**config.mk**
```make
export PLATFORM = sky130hd
export DESIGN_NAME = tarc_trip_auto_reset
export DESIGN_NICKNAME = d
export VERILOG_FILES = /design/src/logic/tarc_pkg.sv /design/src/logic/tarc_trip_auto_reset.sv
export SDC_FILE = /design/constraint.sdc
export NUM_CORES = 1
export LEC_CHECK = 0
export BUFFER_PORTS_ARGS = -buffer_cell sky130_fd_sc_hd__buf_2
export CORE_ASPECT_RATIO = 0.5
export CORE_MARGIN = 8
export CORE_UTILIZATION = 40
export DETAILED_ROUTE_END_ITERATION = 7
export PLACE_DENSITY = 0.6
export SLEW_MARGIN = 30
export SYNTH_ARGS = -nofsm -noshare
export SYNTH_HDL_FRONTEND = slang
export SYNTH_SLANG_ARGS = --single-unit
```
**constraint.sdc**
```tcl
create_clock -name i_mclk -period 3.77 [get_ports i_mclk]
set_input_delay 0.9425 -clock i_mclk [delete_from_list [all_inputs] [get_ports i_mclk]]
set_output_delay 0.9425 -clock i_mclk [all_outputs]
set_load 0.005 [all_outputs]
```
**src/logic/tarc_pkg.sv**
```systemverilog
// Constants for the trip auto-reset controller.
// Assumes a 250 MHz core clock and a free-running 0.1 s tick input.
package tarc_pkg;
	// Core clock period in ns
	localparam int CLK_PERIOD_NS = 4;
	// Retry count setting: 0 disables, 1 to 20 attempts
	localparam logic [4:0] RETRY_DISABLED  = 5'h00;
	localparam logic [4:0] RETRY_COUNT_MAX = 5'h14;
	// Interval setting in 0.1 s units: 0.5 s to 600.0 s
	localparam logic [12:0] INTERVAL_MIN = 13'h0005;
	localparam logic [12:0] INTERVAL_MAX = 13'h1770;
	// Trip cause codes
	localparam int CAUSE_W = 4;
	localparam logic [3:0] CAUSE_OVERCURRENT   = 4'h1;
	localparam logic [3:0] CAUSE_OVERVOLTAGE   = 4'h2;
	localparam logic [3:0] CAUSE_HEATSINK_HOT  = 4'h3;
	localparam logic [3:0] CAUSE_INTERNAL_HOT  = 4'h4;
	localparam logic [3:0] CAUSE_DRIVE_OVLD    = 4'h5;
	localparam logic [3:0] CAUSE_UNDERVOLTAGE  = 4'h6;
	localparam logic [3:0] CAUSE_MOTOR_HOT     = 4'h7;
	localparam logic [3:0] CAUSE_EXT_ALARM     = 4'h8;
	localparam logic [3:0] CAUSE_MOTOR_OVLD    = 4'h9;
	// Output function selection value that routes the retry status
	localparam logic [7:0] OUT_FUNC_RETRY = 8'h1A;

	typedef enum logic [1:0] {
		TARC_IDLE    = 2'b00,
		TARC_WAIT    = 2'b01,
		TARC_RESTART = 2'b10,
		TARC_ALARM   = 2'b11
	} tarc_state_t;
endpackage

```
**src/logic/tarc_trip_auto_reset.sv**
```systemverilog
// Trip auto-reset controller: waits, issues internal resets, raises alarm.
// Assumes trip and cause inputs are synchronous to i_mclk and that
// i_tick_100ms pulses for one cycle every 0.1 s.
// What this block does
// A resettable trip with retries enabled starts a reset attempt and keeps the alarm off.
// Each reset is issued after the set interval (0.5 s to 600.0 s) measured from trip entry.
// The retry count is disabled or 1 to 20, and attempts never exceed it.
// A retry count of zero makes every trip a plain alarm with no reset attempt.
// When trips recur beyond the retry count the alarm is raised and retries stop.
// Only the nine listed trip causes may be auto-reset; any other alarms at once.
// A retry-in-progress status is given and routed to a digital output by function 26.
// The attempt counter clears once the drive runs normally after a reset.
`timescale 1ns/1ps
module tarc_trip_auto_reset (
	input  wire logic        i_mclk,
	input  wire logic        i_reset,
	input  wire logic        i_tick_100ms,
	input  wire logic        i_trip,
	input  wire logic [3:0]  i_trip_cause,
	input  wire logic        i_running_ok,
	input  wire logic        i_alarm_clear,
	input  wire logic [4:0]  i_retry_count_setting,
	input  wire logic [12:0] i_retry_interval_setting,
	input  wire logic [7:0]  i_out_func_select,
	output logic             o_reset_cmd,
	output logic             o_fault_alarm_output,
	output logic             o_retry_in_progress_output,
	output logic             o_digital_out
);
	tarc_pkg::tarc_state_t state;
	logic [4:0]  attempts;
	logic [12:0] ticks;

	function automatic logic cause_resettable(input logic [3:0] c);
		return c inside {tarc_pkg::CAUSE_OVERCURRENT, tarc_pkg::CAUSE_OVERVOLTAGE,
			tarc_pkg::CAUSE_HEATSINK_HOT, tarc_pkg::CAUSE_INTERNAL_HOT,
			tarc_pkg::CAUSE_DRIVE_OVLD, tarc_pkg::CAUSE_UNDERVOLTAGE,
			tarc_pkg::CAUSE_MOTOR_HOT, tarc_pkg::CAUSE_EXT_ALARM,
			tarc_pkg::CAUSE_MOTOR_OVLD};
	endfunction

	function automatic logic [12:0] clamp_interval(input logic [12:0] v);
		if (v < tarc_pkg::INTERVAL_MIN)
			return tarc_pkg::INTERVAL_MIN;
		if (v > tarc_pkg::INTERVAL_MAX)
			return tarc_pkg::INTERVAL_MAX;
		return v;
	endfunction

	// Settings above 20 are held to 20 so a bad setting cannot retry forever
	logic [4:0] limit;
	assign limit = (i_retry_count_setting > tarc_pkg::RETRY_COUNT_MAX) ?
		tarc_pkg::RETRY_COUNT_MAX : i_retry_count_setting;

	logic may_retry;
	assign may_retry = (limit != tarc_pkg::RETRY_DISABLED)
		&& cause_resettable(i_trip_cause)
		&& (attempts < limit);

	// The interval ends on the tick that completes the set count of 0.1 s steps
	logic interval_done;
	assign interval_done = i_tick_100ms
		&& (ticks + 13'h0001 >= clamp_interval(i_retry_interval_setting));

	// The first restart cycle still shows the old trip, so it is not counted again
	logic trip_again;
	assign trip_again = i_trip && !o_reset_cmd;

	// Recovery needs a clean run with no fresh trip pending
	logic recovered;
	assign recovered = state == tarc_pkg::TARC_RESTART && !trip_again && i_running_ok;

	logic retrying;
	assign retrying = state == tarc_pkg::TARC_WAIT || state == tarc_pkg::TARC_RESTART;

	always_ff @(posedge i_mclk or posedge i_reset) begin
		if (i_reset) begin
			state <= tarc_pkg::TARC_IDLE;
		end else begin
			unique case (state)
				tarc_pkg::TARC_IDLE: begin
					if (i_trip)
						state <= may_retry ? tarc_pkg::TARC_WAIT : tarc_pkg::TARC_ALARM;
				end
				tarc_pkg::TARC_WAIT: begin
					if (interval_done)
						state <= tarc_pkg::TARC_RESTART;
				end
				tarc_pkg::TARC_RESTART: begin
					// A recurring trip is judged again against the attempt limit
					if (trip_again)
						state <= may_retry ? tarc_pkg::TARC_WAIT : tarc_pkg::TARC_ALARM;
					else if (i_running_ok)
						state <= tarc_pkg::TARC_IDLE;
				end
				tarc_pkg::TARC_ALARM: begin
					// Leaves only on an external alarm clear with the trip gone
					if (i_alarm_clear && !i_trip)
						state <= tarc_pkg::TARC_IDLE;
				end
			endcase
		end
	end

	// Interval timer, restarted on every trip entry
	always_ff @(posedge i_mclk or posedge i_reset) begin
		if (i_reset) begin
			ticks <= 13'h0000;
		end else if (state != tarc_pkg::TARC_WAIT) begin
			ticks <= 13'h0000;
		end else if (i_tick_100ms) begin
			ticks <= ticks + 13'h0001;
		end
	end

	always_ff @(posedge i_mclk or posedge i_reset) begin
		if (i_reset) begin
			attempts <= 5'h00;
		end else if (state == tarc_pkg::TARC_IDLE || state == tarc_pkg::TARC_ALARM) begin
			attempts <= 5'h00;
		end else if (recovered) begin
			attempts <= 5'h00;
		end else if (state == tarc_pkg::TARC_WAIT && interval_done) begin
			attempts <= attempts + 5'h01;
		end
	end

	// Reset command is a one-cycle pulse on entry to restart
	always_ff @(posedge i_mclk or posedge i_reset) begin
		if (i_reset) begin
			o_reset_cmd <= 1'b0;
		end else begin
			o_reset_cmd <= state == tarc_pkg::TARC_WAIT && interval_done;
		end
	end

	// Alarm stays up until cleared, so monitoring cannot miss it
	always_ff @(posedge i_mclk or posedge i_reset) begin
		if (i_reset) begin
			o_fault_alarm_output <= 1'b0;
		end else begin
			o_fault_alarm_output <= state == tarc_pkg::TARC_ALARM;
		end
	end

	always_ff @(posedge i_mclk or posedge i_reset) begin
		if (i_reset) begin
			o_retry_in_progress_output <= 1'b0;
		end else begin
			o_retry_in_progress_output <= retrying;
		end
	end

	// Terminal follows the retry status only when its function selects it
	always_ff @(posedge i_mclk or posedge i_reset) begin
		if (i_reset) begin
			o_digital_out <= 1'b0;
		end else begin
			o_digital_out <= (i_out_func_select == tarc_pkg::OUT_FUNC_RETRY) && retrying;
		end
	end

	a_disabled_alarms: assert property (@(posedge i_mclk) disable iff (i_reset)
		state == tarc_pkg::TARC_IDLE && i_trip && i_retry_count_setting == 5'h00
		|=> state == tarc_pkg::TARC_ALARM)
		else $error("trip with retries disabled did not alarm");
	a_bad_cause_alarm: assert property (@(posedge i_mclk) disable iff (i_reset)
		state == tarc_pkg::TARC_IDLE && i_trip && !cause_resettable(i_trip_cause)
		|=> state == tarc_pkg::TARC_ALARM)
		else $error("non-resettable trip did not alarm");
	a_no_alarm_retry: assert property (@(posedge i_mclk) disable iff (i_reset)
		state == tarc_pkg::TARC_WAIT |=> !o_fault_alarm_output)
		else $error("alarm raised during retry");
	a_attempt_limit: assert property (@(posedge i_mclk) disable iff (i_reset)
		attempts <= tarc_pkg::RETRY_COUNT_MAX)
		else $error("attempt count above limit");
	a_reset_timing: assert property (@(posedge i_mclk) disable iff (i_reset)
		$rose(o_reset_cmd) |-> $past(state) == tarc_pkg::TARC_WAIT
		&& $past(ticks) + 13'h0001 >= tarc_pkg::INTERVAL_MIN)
		else $error("reset issued before interval");
	a_exhaust_alarm: assert property (@(posedge i_mclk) disable iff (i_reset)
		state == tarc_pkg::TARC_RESTART && i_trip && !o_reset_cmd && attempts >= limit
		|=> state == tarc_pkg::TARC_ALARM ##1 o_fault_alarm_output)
		else $error("exhausted retries did not alarm");
	a_recover_clear: assert property (@(posedge i_mclk) disable iff (i_reset)
		state == tarc_pkg::TARC_RESTART && !i_trip && i_running_ok
		|=> state == tarc_pkg::TARC_IDLE && attempts == 5'h00)
		else $error("attempt counter not cleared after recovery");
	a_retry_status: assert property (@(posedge i_mclk) disable iff (i_reset)
		state == tarc_pkg::TARC_WAIT |=> o_retry_in_progress_output)
		else $error("retry status missing");

	// Checks below look only at the block's own state and pins
	a_reset_one_cycle: assert property (@(posedge i_mclk) disable iff (i_reset)
		o_reset_cmd |=> !o_reset_cmd)
		else $error("reset command longer than one cycle");

	a_interval_reset: assert property (@(posedge i_mclk) disable iff (i_reset)
		state == tarc_pkg::TARC_WAIT && i_tick_100ms
		&& ticks + 13'h0001 >= clamp_interval(i_retry_interval_setting)
		|=> state == tarc_pkg::TARC_RESTART && o_reset_cmd)
		else $error("interval end did not issue a reset");

	a_no_early_reset: assert property (@(posedge i_mclk) disable iff (i_reset)
		state == tarc_pkg::TARC_WAIT && !i_tick_100ms |=> !o_reset_cmd)
		else $error("reset issued between ticks");

	a_retry_start: assert property (@(posedge i_mclk) disable iff (i_reset)
		state == tarc_pkg::TARC_IDLE && i_trip
		&& i_retry_count_setting != tarc_pkg::RETRY_DISABLED
		&& cause_resettable(i_trip_cause)
		|=> state == tarc_pkg::TARC_WAIT
		##1 o_retry_in_progress_output && !o_fault_alarm_output)
		else $error("resettable trip did not start a retry");

	a_idle_no_attempts: assert property (@(posedge i_mclk) disable iff (i_reset)
		state == tarc_pkg::TARC_IDLE |-> attempts == 5'h00)
		else $error("attempt count left over in idle");

	a_alarm_latched: assert property (@(posedge i_mclk) disable iff (i_reset)
		state == tarc_pkg::TARC_ALARM && !(i_alarm_clear && !i_trip)
		|=> state == tarc_pkg::TARC_ALARM)
		else $error("alarm left without a clear");

	a_alarm_no_reset: assert property (@(posedge i_mclk) disable iff (i_reset)
		state == tarc_pkg::TARC_ALARM |=> !o_reset_cmd && !o_retry_in_progress_output)
		else $error("reset or retry status while alarmed");

	a_idle_quiet: assert property (@(posedge i_mclk) disable iff (i_reset)
		state == tarc_pkg::TARC_IDLE |=> !o_retry_in_progress_output && !o_fault_alarm_output)
		else $error("status raised while idle");

	a_terminal_route: assert property (@(posedge i_mclk) disable iff (i_reset)
		o_digital_out == ($past(i_out_func_select) == tarc_pkg::OUT_FUNC_RETRY
		&& o_retry_in_progress_output))
		else $error("terminal does not follow the retry status");
endmodule

```
[Word level (Yosys, flattened, before mapping)]
Cells that the tools add are included.
Storage, ports and cells
  output and inout port bits: 4
  input port bits: 36
  logic and storage cells: 72
  register bits after elaboration: 24
Cells by class
  multiplexer cells: 20
  $lt $le $gt $ge: 5
  reduce and logical (&&, ||, !) cells: 20
  add/subtract/negate cells: 2
  equal/unequal tests: 18
Operator list (number)
  13-bit 2-to-1 mux: 6
  5-bit 2-to-1 mux: 4
  4-bit by 3-bit == test with 1-bit output, second input constant: 4
  13-bit by 1-bit adder with 13-bit output, second input constant: 1
  13-bit greater-or-equal comparator: 1
  13-bit > comparator, second input constant: 1
  13-bit by 3-bit < comparator with 1-bit output, second input constant: 1
  2-bit 2-to-1 mux: 6
  1-bit logical AND: 9
  9-bit nonzero test: 1
  4-bit by 2-bit == test with 1-bit output, second input constant: 2
  4-bit == test, second input constant: 2
  8-bit by 5-bit == test with 1-bit output, second input constant: 1
  2-bit one-hot mux with 4 select lines: 1
  2-bit != test, second input constant: 3
  5-bit by 1-bit adder with 5-bit output, second input constant: 1
  5-bit > comparator, second input constant: 1
  5-bit < comparator: 1
  5-bit nonzero test: 1
  2-bit == test, second input constant: 2
  4-bit by 1-bit == test with 1-bit output, second input constant: 1
  4-bit AND reduction: 1
  1-bit logical NOT: 3
  1-bit 2-to-1 mux: 3
  other kinds (7): 8

[Longest topological paths before layout]
Gate-level depths: netlist (run 1).
  word-level depth: 11
  depth in mapped cells: 13
  gate-level depth less buffers: 13

[Worst setup path after synthesis (run 1)]
OpenSTA, ideal clock, no wires.
  kind: input -> register
  start: input port i_retry_interval_setting[3]
  end: register state[0]
  setup slack: 0.345 ns
  arrival: 3.300 ns
  data required time: 3.645 ns
  cell stages on the path: 12
  setup time: 0.125 ns
  cells stage by stage: or4_1 -> a41oi_1 -> nor2_1 -> o21ai_2 -> nand2_1 -> ha_1 -> nand2_1 -> o21ai_1 -> nor2b_1 -> nor2_1 -> a311o_1 -> mux2_2
Between the ends
  longest elaborated chain between the ends: 9
RTL lines
  start, declared: RTL line tarc_trip_auto_reset.sv:23  | input wire logic [12:0] i_retry_interval_setting,
  13-bit > comparator: RTL line tarc_trip_auto_reset.sv:45  | if (v > tarc_pkg::INTERVAL_MAX)
  1-bit 2-to-1 mux (2 in a row): RTL line tarc_trip_auto_reset.sv:45
  13-bit 2-to-1 mux: RTL line tarc_trip_auto_reset.sv:47  | return v;
  13-bit 2-to-1 mux *: RTL line tarc_trip_auto_reset.sv:45
  13-bit greater-or-equal comparator *: RTL line tarc_trip_auto_reset.sv:63  | && (ticks + 13'h0001 >= clamp_interval(i_retry_interval_setting));
  1-bit logical AND *: RTL line tarc_trip_auto_reset.sv:63
  2-bit != test (no source line) *
  4-bit AND reduction (no source line) *
  end signal, assigned: RTL line tarc_trip_auto_reset.sv:78  | state <= tarc_pkg::TARC_IDLE;
  end signal, assigned: RTL line tarc_trip_auto_reset.sv:83  | state <= may_retry ? tarc_pkg::TARC_WAIT : tarc_pkg::TARC_ALARM;
  end signal, assigned: RTL line tarc_trip_auto_reset.sv:87  | state <= tarc_pkg::TARC_RESTART;
  end, declared: RTL line tarc_trip_auto_reset.sv:30  | tarc_pkg::tarc_state_t state;
Mark *: on every way between the ends. The rest lies on a longest branch, timed or not. The select of a mux whose other input is x is not followed.
A chain may end at the register's enable or synchronous reset.

[Worst setup path after layout (run 1)]
Ends and elaborated chain as after synthesis.

==> summary.txt, run 1 <==
Outcome
  – Outcome: finished, final reports clean

Worst hold path
  – Min-Delay Path Class: reg2reg
  – HP Start: ticks[12]

Clock tree
  – Post-CTS sizing: 0
  – Clock Path Buffers: 2
  – Worst-path clk slew: 0.09 ns
  – H-tree depth: 1
  – CTS Hold Bufs: 0
  – CTS tree: yes
  – Post-CTS Setup Bufs: 0
  – Root buf cell: clkbuf_8
  – Num CTS Buffers: 3
  – Worst skew pair latency: roughly 0.27 ns
  – Total clock sinks: 24

Layout
  – Area grow syn2layout: 18.0%
  – Layout cell share with drive strength beyond 1: between 20% and 30%
  – Antenna diodes: 0
  – Layout Nets: approximately 320

Timing
  – Finish-stage setup viols: 0
  – Final cycle utilization of the critical path: 91.4%
  – Fmax: around 290 MHz
  – Relative slew slack: about 66%
  – Minimum clock period: between 3 and 4 ns
  – Final worst slack: approximately 0.33 ns
  – Final Skew: approximately 0.0053 ns
  – Actual slew at the worst max-slew pin: approximately 0.5 ns
  – Slew Viols, Final: 0
  – Setup tns final: 0 ns
  – RSZ-0062 raised after global routing: false
  – Final Hold Fails: 0

Global routing
  – Vias in the first global route: around 1600
  – Initial antenna violation count: 0
  – GR Util All Layers: a little under an eighth
  – Largest net degree at the start of global routing: 25
  – Residual overflow from global routing: 0
  – First-pass GRT wire length: approximately 7300 um

Route
  – DR vias: approximately 1600
  – Routed Antenna Nets: 0
  – Initial drt markers: 63
  – Routed WL per cell: between 10 and 15 um
  – Drt first pass iters: 4
  – Vias per cell: between 4 and 5
  – DR DRC count: 0
  – Post-Route WL: approximately 4200 um

Power
  – Gate power share: roughly 34%
  – Switching Power: ~0.27 mW
  – Net Sw Frac: around a third
  – Clock power frac: 28.4%
  – Peak supply drop: 0.155 mV
  – P_leak: between 1 and 1.5 nW
  – Power Dens Cells: 362 mW/mm^2
  – P_int: 0.539 mW
  – Flop pwr share: between 30% and 40%

Place
  – DP HPWL: around 3400 um
  – Dpl ws: approximately 0.037 ns
  – Final Wtd Congestion: 0.756
  – Input/output buffers: 39

Yosys
  – #FFs+latches synth: 24
  – Mapped Cells: between 200 and 250
  – Unique masters post-synth: 45
  – Sequential area share after synthesis: a little under a third
  – Async SR Flop Fraction: between 90% and 100%
  – Synth Flop Type: dfrtp_1
  – Synth area leaders: dfrtp_1 32%, ha_1 16%, xor2_1 9.2%, nand2_1 4.7%, nor2_1 4.5%
  – Post-synth top area cell: dfrtp_1
  – Synth Area per Inst: 8.75 um^2
  – Mapped cell area: roughly 0.0019 mm^2
  – Yosys Warn Count: 0
  – Area share of the largest cell type after synthesis: approximately a third
  – Syn nets: about 280
  – Number of synthesized flops with an enable pin: 0

Die
  – Row count: 17
  – Die ar.: 0.00734 mm^2
  – Die height: 64.7 um
  – Die width: between 100 and 150 um
  – Starting Density: between 40 and 50%
  – I/O pins: 40
  – Core area: approximately 0.0045 mm^2

Worst setup path
  – Worst-path fanout max: 8
  – Crit-path slowest cell: or4_1
  – WP data required: 3.93 ns
  – Reg2Reg Launch Point: ticks[0]
  – Critical path data arrival time: 3.60 ns
  – CP cell instances: buf_2 -> or4_1 -> a41oi_1 -> nor2_1 -> o21ai_2 -> nand2_1 -> ha_1 -> nand2_1 -> o21ai_1 -> nor2b_1 -> nor2_1 -> a311o_1 -> mux2_2
  – Crit path launch: i_retry_interval_setting[3]
  – Delay of the slowest critical-path stage: between 0.5 and 0.6 ns
  – CP startpoint kind: input pin
  – Critical path class: in2reg
  – Crit path capture type: register

Job
  – Max-cap violations: 0
==> metal layers <==
layer  vias to the layer above  wire length [um]  GRT usage [%]
met3                         2               214           3.23
met1                       732              2210           16.2
met4                         0                30           1.97
li1                        846                 -              -
met5                         -                 0              0
met2                        31              1710           18.3
==> per-stage QoR <==
step / util (%) / total power, mW / hold WS, ns / cells / instance area [um^2]
finish: 49.9 / 0.812 / 0.567 / 323 / 2240
global route: 49.9 / 0.870 / 0.623 / 323 / 2240
CTS: 49.9 / 0.819 / 0.569 / 323 / 2240
detailed placement: 48.3 / 0.591 / 0.543 / 319 / 2170
global placement: 48.3 / 0.578 / 0.533 / 319 / 2170
floorplan: - / 0.495 / 0.514 / 217 / 1900
==> state kept, by name, indices dropped and copies added, names as in the netlist <==
register and cells:
ticks 13, attempts 5, state 2, o_digital_out 1, o_fault_alarm_output 1, o_reset_cmd 1
o_retry_in_progress_output 1
==> power groups by stage <==
stage | logic, mW | registers, mW | clock network [mW]
floorplan | 0.188 | 0.308 | 0
global placement | 0.268 | 0.310 | 0
detailed placement | 0.278 | 0.313 | 0
CTS | 0.278 | 0.308 | 0.233
global route | 0.314 | 0.312 | 0.244
finish | 0.273 | 0.308 | 0.230
==> Yosys cell counts (2+ instances only) <==
master,instances
dfrtp_1,24
ha_1,24
nand2_1,24
nor2_1,23
xor2_1,20
a21oi_1,14
inv_1,12
o21ai_0,9
nand3_1,8
nand4_1,6
xnor2_1,4
and2b_1,3
clkbuf_1,3
nor4_1,3
or3_1,3
or4_1,3
and3_4,2
mux2_2,2
mux2i_1,2
nand2b_1,2
o21ai_1,2
==> cell families after synthesis <==
| group | share of synthesized area, % |
|---|---|
| simple gates | 23.8 |
| fa+ha+maj | 15.8 |
| buf+inv | 3.16 |
| flops | 31.6 |
| compound gates | 12.3 |
| xor+xnor | 11.1 |
| mux | 2.24 |
==> final timing paths <==
path | endpoint | slack [ns] | cells after the start
worst max-delay path | state[0] | 0.33 | 13
worst min-delay path | ticks[12] | 0.57 | 2
worst max register to register | attempts[3] | 0.45 | 14
worst min register to register | ticks[12] | 0.57 | 2
max in group asynchronous | ticks[10] | 2.74 | 2
min in group asynchronous | attempts[1] | 0.69 | 2
==> placed cells by master (no fill, tap or decap), drive strengths merged, types with 2 or more instances in the layout <==
master  instances
and2b           3
xor2           20
nor4            3
xnor2           4
nor2           23
o21ai          12
nand2b          2
inv            12
nand3           9
mux2i           2
buf            40
or4             3
ha             24
nand2          24
nand4           6
nor3            2
mux2            2
dfrtp          24
and3            4
clkbuf          3
a21oi          15
or3             3
==> area by class of cell <==
| cell class | count | area, um^2 |
|---|---|---|
| multi-input combinational | 177 | 1240 |
| sequential | 24 | 601 |
| tap | 66 | 82.6 |
| inverter | 12 | 45.0 |
| clock buffer | 3 | 41.3 |
| clock inverter | 1 | 30.0 |
| fill | 440 | 2250 |
| timing repair buffer | 40 | 203 |
==> worst max-delay path, delay by kind of cell <==
kind / cells / cell delay [ns]
AOI/OAI and AO/OA: 4 / 1.00
and+or+nand+nor: 6 / 0.97
muxes: 1 / 0.27
buffers and inverters: 1 / 0.11
adders and majority gates: 1 / 0.30
(Power assumes the default switching activity.)
==> run 2, diff against run 1 <==
- REMOVE_ABC_BUFFERS: unset -> 1
==> run 2 against run 1 <==
Compared with the run above:
- hold slack improved by 0.0029 ns
- register-to-register slack improved by 0.02 ns
- combinational power barely moved
- wire length rose by 3.1%
- total power fell by 6.6%
- largest power group unchanged
==> summary.txt, run 2 (same netlist as run 1, synthesis figures left out) <==
Worst setup path
  – Crit path top cell by count: nand2_1
  – WP data required: between 3 and 4 ns
  – CP cell instances: buf_2 -> or4_1 -> a41oi_1 -> nor2_1 -> o21ai_2 -> nand2_1 -> ha_1 -> a21o_1 -> a21oi_1 -> o21ai_1 -> nand2_1 -> a311o_1 -> mux2_2
  – Critical path class: in2reg
  – CP startpoint kind: input pin
  – Worst reg2reg setup slack: approximately 0.47 ns
  – Critical path buffer and inverter count: 1
  – Delay of the slowest critical-path stage: ~0.52 ns
  – Crit-path slowest cell: or4_1
  – Crit path capture type: register
  – Worst-path fanout max: 8
  – Critical path data arrival time: about 3.6 ns
  – CP top delay family: compound AO/OA/AOI/OAI gates

Layout
  – Non-filler cells, final: 323
  – Seq. cell area: ~600 um^2
  – Max reg flops: 13
  – Fillers: approximately 440
  – Antenna diodes: 0
  – Commonest non-fill, non-tap cell in the layout: buf_2
  – Area grow syn2layout: 17.4%
  – Biggest register: ticks
  – Design Area, Final: 0.00223 mm^2
  – Layout cell share with drive strength beyond 1: between 20% and 30%
  – Biggest regs: ticks (13), attempts (5), state (2)
  – Most frequent cells in the layout: 39 x buf_2, 24 x nand2_1, 24 x ha_1, 24 x dfrtp_1, 23 x nor2_1
  – Area of the multi-input gates: approximately 0.0012 mm^2
  – Layout Nets: ~320

Die
  – Die height: 64.7 um
  – Core area: about 0.0045 mm^2
  – I/O pins: 40
  – Die ar.: 0.00734 mm^2
  – Starting Density: a little over two fifths
  – Die width: around 110 um
  – Row count: 17

Place
  – DP HPWL: 3430 um
  – Post-DP Area: 0.00217 mm^2
  – Final Wtd Congestion: ~0.78
  – Dpl ws: between 0.03 and 0.04 ns
  – Inst Count DP: 319
  – Input/output buffers: 39

Clock tree
  – Total clock sinks: 24
  – Worst-path clk slew: 0.09 ns
  – CTS tree: yes
  – Worst skew pair latency: between 0.2 and 0.3 ns
  – Root buf cell: clkbuf_8
  – Post-CTS sizing: 0
  – Post-CTS Setup Bufs: 0
  – H-tree depth: 1
  – CTS Hold Bufs: 0
  – Clock Path Buffers: 2
  – Num CTS Buffers: 3

Timing
  – RSZ-0062 raised after global routing: false
  – Minimum clock period: roughly 3.5 ns
  – Relative slew slack: 66.0%
  – Final cycle utilization of the critical path: ~92%
  – Fmax: 288 MHz
  – Final Skew: a little under 0.007 ns
  – Setup tns final: 0 ns
  – Final Hold Fails: 0
  – Actual slew at the worst max-slew pin: roughly 0.51 ns
  – Finish-stage setup viols: 0
  – Fin Hold WS: between 0.5 and 0.6 ns
  – Slew Viols, Final: 0
  – Final worst slack: about 0.29 ns

Global routing
  – GR Util All Layers: 12.0%
  – Top Usage Layer GRT: met2
  – Initial antenna violation count: 0
  – Largest net degree at the start of global routing: 25
  – Vias in the first global route: 1625
  – Met3 Resource Use GR: 3.69%
  – Met2 usage: around 18%
  – Met1 Track Usage GR: 16.3%
  – First-pass GRT wire length: about 7300 um
  – Residual overflow from global routing: 0

Route
  – Initial drt markers: 76
  – DR vias: 1642
  – Drt first pass iters: 4
  – Vias per cell: 5.08
  – DR DRC count: 0
  – Routed WL per cell: ~13 um
  – Routed Antenna Nets: 0
  – Post-Route WL: ~4300 um

Outcome
  – Outcome: finished, final reports clean

Power
  – Peak supply drop: between 0.15 and 0.2 mV
  – Power Dens Cells: 340 mW/mm^2
  – P_leak: ~1.1 nW

Job
  – Max-cap violations: 0

Worst hold path
  – Min-Delay Path Class: reg2reg
==> run 2: changes by cell type in the layout (fill, tap and decap cells not counted) <==
cell,previous run,this run
nor3_1,1,0
clkbuf_8,3,4
bufinv_16,1,0
nor3_2,1,2
==> run 2: cell type report <==
cell class	count	area share (%)
clock buffer	4	2.47
inverter	12	2.02
multi-input combinational	177	55.8
sequential	24	26.9
tap	66	3.70
timing repair buffer	40	9.09
==> run 2: power by group <==
group,switching (mW),internal [mW]
combinational,0.162,0.113
clock,0.0828,0.0933
sequential,0.0235,0.285
total,0.268,0.490
==> run 2: worst paths after layout <==
path | from | end | depth (start not counted)
max in group asynchronous | i_reset | o_reset_cmd | 2
worst max register to register | ticks[0] | attempts[4] | 14
min in group asynchronous | i_reset | ticks[2] | 2
worst max-delay path | i_retry_interval_setting[3] | state[0] | 13
worst min-delay path | ticks[12] | ticks[12] | 2
worst min register to register | ticks[12] | ticks[12] | 2
==> run 2: layer usage <==
layer	share of wire [%]	wire length [um]
met1	54	2330
met2	39	1680
met3	5.8	249
met4	0.61	26
met5	0	0
==> run 2: worst register-to-register path, delay by kind of cell (launching register included) <==
kind            cells  cell delay, ns
compound gates      4            0.68
xor+xnor            1            0.14
fa+ha+maj           2            0.58
buf+inv             1            0.18
flops               1            0.42
simple gates        6            1.22
==> run 2: stage by stage <==
| stage | total power [mW] | util (%) |
|---|---|---|
| 2_1_floorplan | 0.490 | - |
| 3_3_place_gp | 0.580 | 48.3 |
| 3_5_place_dp | 0.589 | 48.3 |
| 4_1_cts | 0.771 | 49.6 |
| 5_1_grt | 0.825 | 49.7 |
| 6_report | 0.759 | 49.7 |
==> run 3, diff against run 2 <==
- CORE_UTILIZATION: 40 -> 55
- PLACE_DENSITY: 0.6 -> 0.78
==> run 3 against run 2 <==
Compared with the run above:
- via count increased by 0.73%
- utilization rose by 15 points
- count of clock-buffer cells in the layout is the same
- clock skew fell by 0.0034 ns
- total power grew 0.41%
- largest power group unchanged
- highest routed layer unchanged
==> summary.txt, run 3 (same netlist as run 1, synthesis figures left out) <==
Clock tree
  – H-tree depth: 1
  – Worst skew pair latency: ~0.27 ns
  – Total clock sinks: 24
  – Worst-path clk slew: 0.09 ns
  – Root buf cell: clkbuf_8
  – CTS tree: yes
  – CTS Hold Bufs: 0
  – Clock Path Buffers: 2
  – Post-CTS Setup Bufs: 0
  – Post-CTS sizing: 0
  – Num CTS Buffers: 3

Die
  – I/O pins: 40
  – Die ar.: about 0.0057 mm^2
  – Die width: just under 100 um
  – Core area: approximately 0.0034 mm^2
  – Starting Density: a little under three fifths
  – Die height: 57.6 um
  – Row count: 15

Worst setup path
  – CP cell instances: buf_2 -> or4_1 -> a41oi_1 -> nor2_1 -> o21ai_2 -> nand2_1 -> ha_1 -> nand2_1 -> o21ai_1 -> nor2b_1 -> nor2_1 -> a311o_1 -> mux2_2
  – Worst-path fanout max: 8
  – CP startpoint kind: input pin
  – Crit path capture type: register
  – WP data required: around 3.9 ns
  – Delay of the slowest critical-path stage: ~0.52 ns
  – Crit-path slowest cell: or4_1
  – Critical path class: in2reg
  – Critical path data arrival time: approximately 3.6 ns
  – R2R cell count: 14

Place
  – Post-DP Area: approximately 0.0021 mm^2
  – Input/output buffers: 39
  – DP HPWL: ~3300 um
  – Final Wtd Congestion: ~0.78

Outcome
  – Outcome: finished, final reports clean

Global routing
  – Residual overflow from global routing: 0
  – Initial antenna violation count: 0
  – First-pass GRT wire length: 7180 um
  – GR Util All Layers: between 10% and 20%
  – Vias in the first global route: ~1600
  – Largest net degree at the start of global routing: 25

Route
  – DR DRC count: 0
  – Routed WL per cell: around 14 um
  – Vias per cell: ~5.5
  – Initial drt markers: 42
  – Routed Antenna Nets: 0
  – DR vias: between 1500 and 2000
  – Drt first pass iters: 4
  – Post-Route WL: 4170 um

Timing
  – Fmax: 288 MHz
  – Minimum clock period: approximately 3.5 ns
  – Relative slew slack: 65.4%
  – Setup tns final: 0 ns
  – Finish-stage setup viols: 0
  – Slew Viols, Final: 0
  – Final cycle utilization of the critical path: between 90% and 100%
  – RSZ-0062 raised after global routing: false
  – Final Hold Fails: 0
  – Final Skew: between 0.003 and 0.004 ns
  – Actual slew at the worst max-slew pin: between 0.5 and 0.6 ns

Power
  – P_leak: about 1.1 nW
  – Power Dens Cells: around 350 mW/mm^2
  – Power consumption: between 0.7 and 0.8 mW
  – Peak supply drop: 0.175 mV

Layout
  – Commonest non-fill, non-tap cell in the layout: buf_2
  – Biggest register: ticks
  – Layout cell share with drive strength beyond 1: 21.4%
  – Area grow syn2layout: 15.5%
  – Most frequent cells in the layout: 39 x buf_2, 24 x nand2_1, 24 x ha_1, 24 x dfrtp_1, 23 x nor2_1
  – Fillers: 278
  – Seq. cell area: 601 um^2
  – Antenna diodes: 0
  – Area of the multi-input gates: 0.00124 mm^2
  – Layout Nets: 318
  – Biggest regs: ticks (13), attempts (5), state (2)
  – Design Area, Final: 0.00219 mm^2
  – Max reg flops: 13

Worst hold path
  – Min-Delay Path Class: reg2reg
  – Hold depth: 2

Job
  – Max-cap violations: 0
[run 3: cell types whose count changed in the layout (fill, tap and decap cells not counted)]
cell / change
nor3_1: +1
nor3_2: -1
[run 3: layout make-up]
class | count | share of cell area [%]
Inverter | 12 | 2.05
Sequential cell | 24 | 27.4
Multi-Input combinational cell | 177 | 56.4
Timing Repair Buffer | 40 | 9.24
Tap cell | 42 | 2.39
Clock buffer | 4 | 2.51
[run 3: worst max-delay path: cells and delay by family]
| kind | cells | cell delay (ns) |
|---|---|---|
| buffers and inverters | 1 | 0.11 |
| adders and majority gates | 1 | 0.30 |
| and+or+nand+nor | 6 | 0.96 |
| AOI/OAI and AO/OA | 4 | 1.03 |
| muxes | 1 | 0.29 |
[run 3: path summary, 6_finish.rpt]
| kind | start | slack (ns) | end |
|---|---|---|---|
| max | i_retry_interval_setting[3] | 0.30 | state[1] |
| min | ticks[1] | 0.57 | ticks[1] |
| max reg2reg | ticks[0] | 0.40 | attempts[3] |
| min reg2reg | ticks[1] | 0.57 | ticks[1] |
| max in group asynchronous | i_reset | 2.72 | ticks[4] |
| min in group asynchronous | i_reset | 0.70 | attempts[0] |
[run 3: where the power goes]
part / switching [mW] / internal [mW]
Combinational: 0.162 / 0.113
Clock: 0.0862 / 0.0934
Sequential: 0.0220 / 0.284
[run 3: per-layer routing]
metal / wire, um / track usage (%) / up-vias
li1: - / - / 850
met1: 2040 / 19.9 / 759
met2: 1830 / 23.8 / 38
met3: 261 / 4.85 / 7
met4: 33 / 2.77 / 0
met5: 0 / 0 / -
[run 3: metrics by stage]
step / setup slack [ns] / std cells / hold slack [ns] / util (%)
6_report: 0.300 / 299 / 0.572 / 65.0
5_1_grt: 0.0954 / 299 / 0.602 / 65.0
4_1_cts: 0.305 / 299 / 0.575 / 65.0
3_5_place_dp: 0.0356 / 295 / 0.555 / 63.3
3_3_place_gp: 0.113 / 295 / 0.532 / 63.3
2_1_floorplan: 0.345 / 213 / 0.514 / -
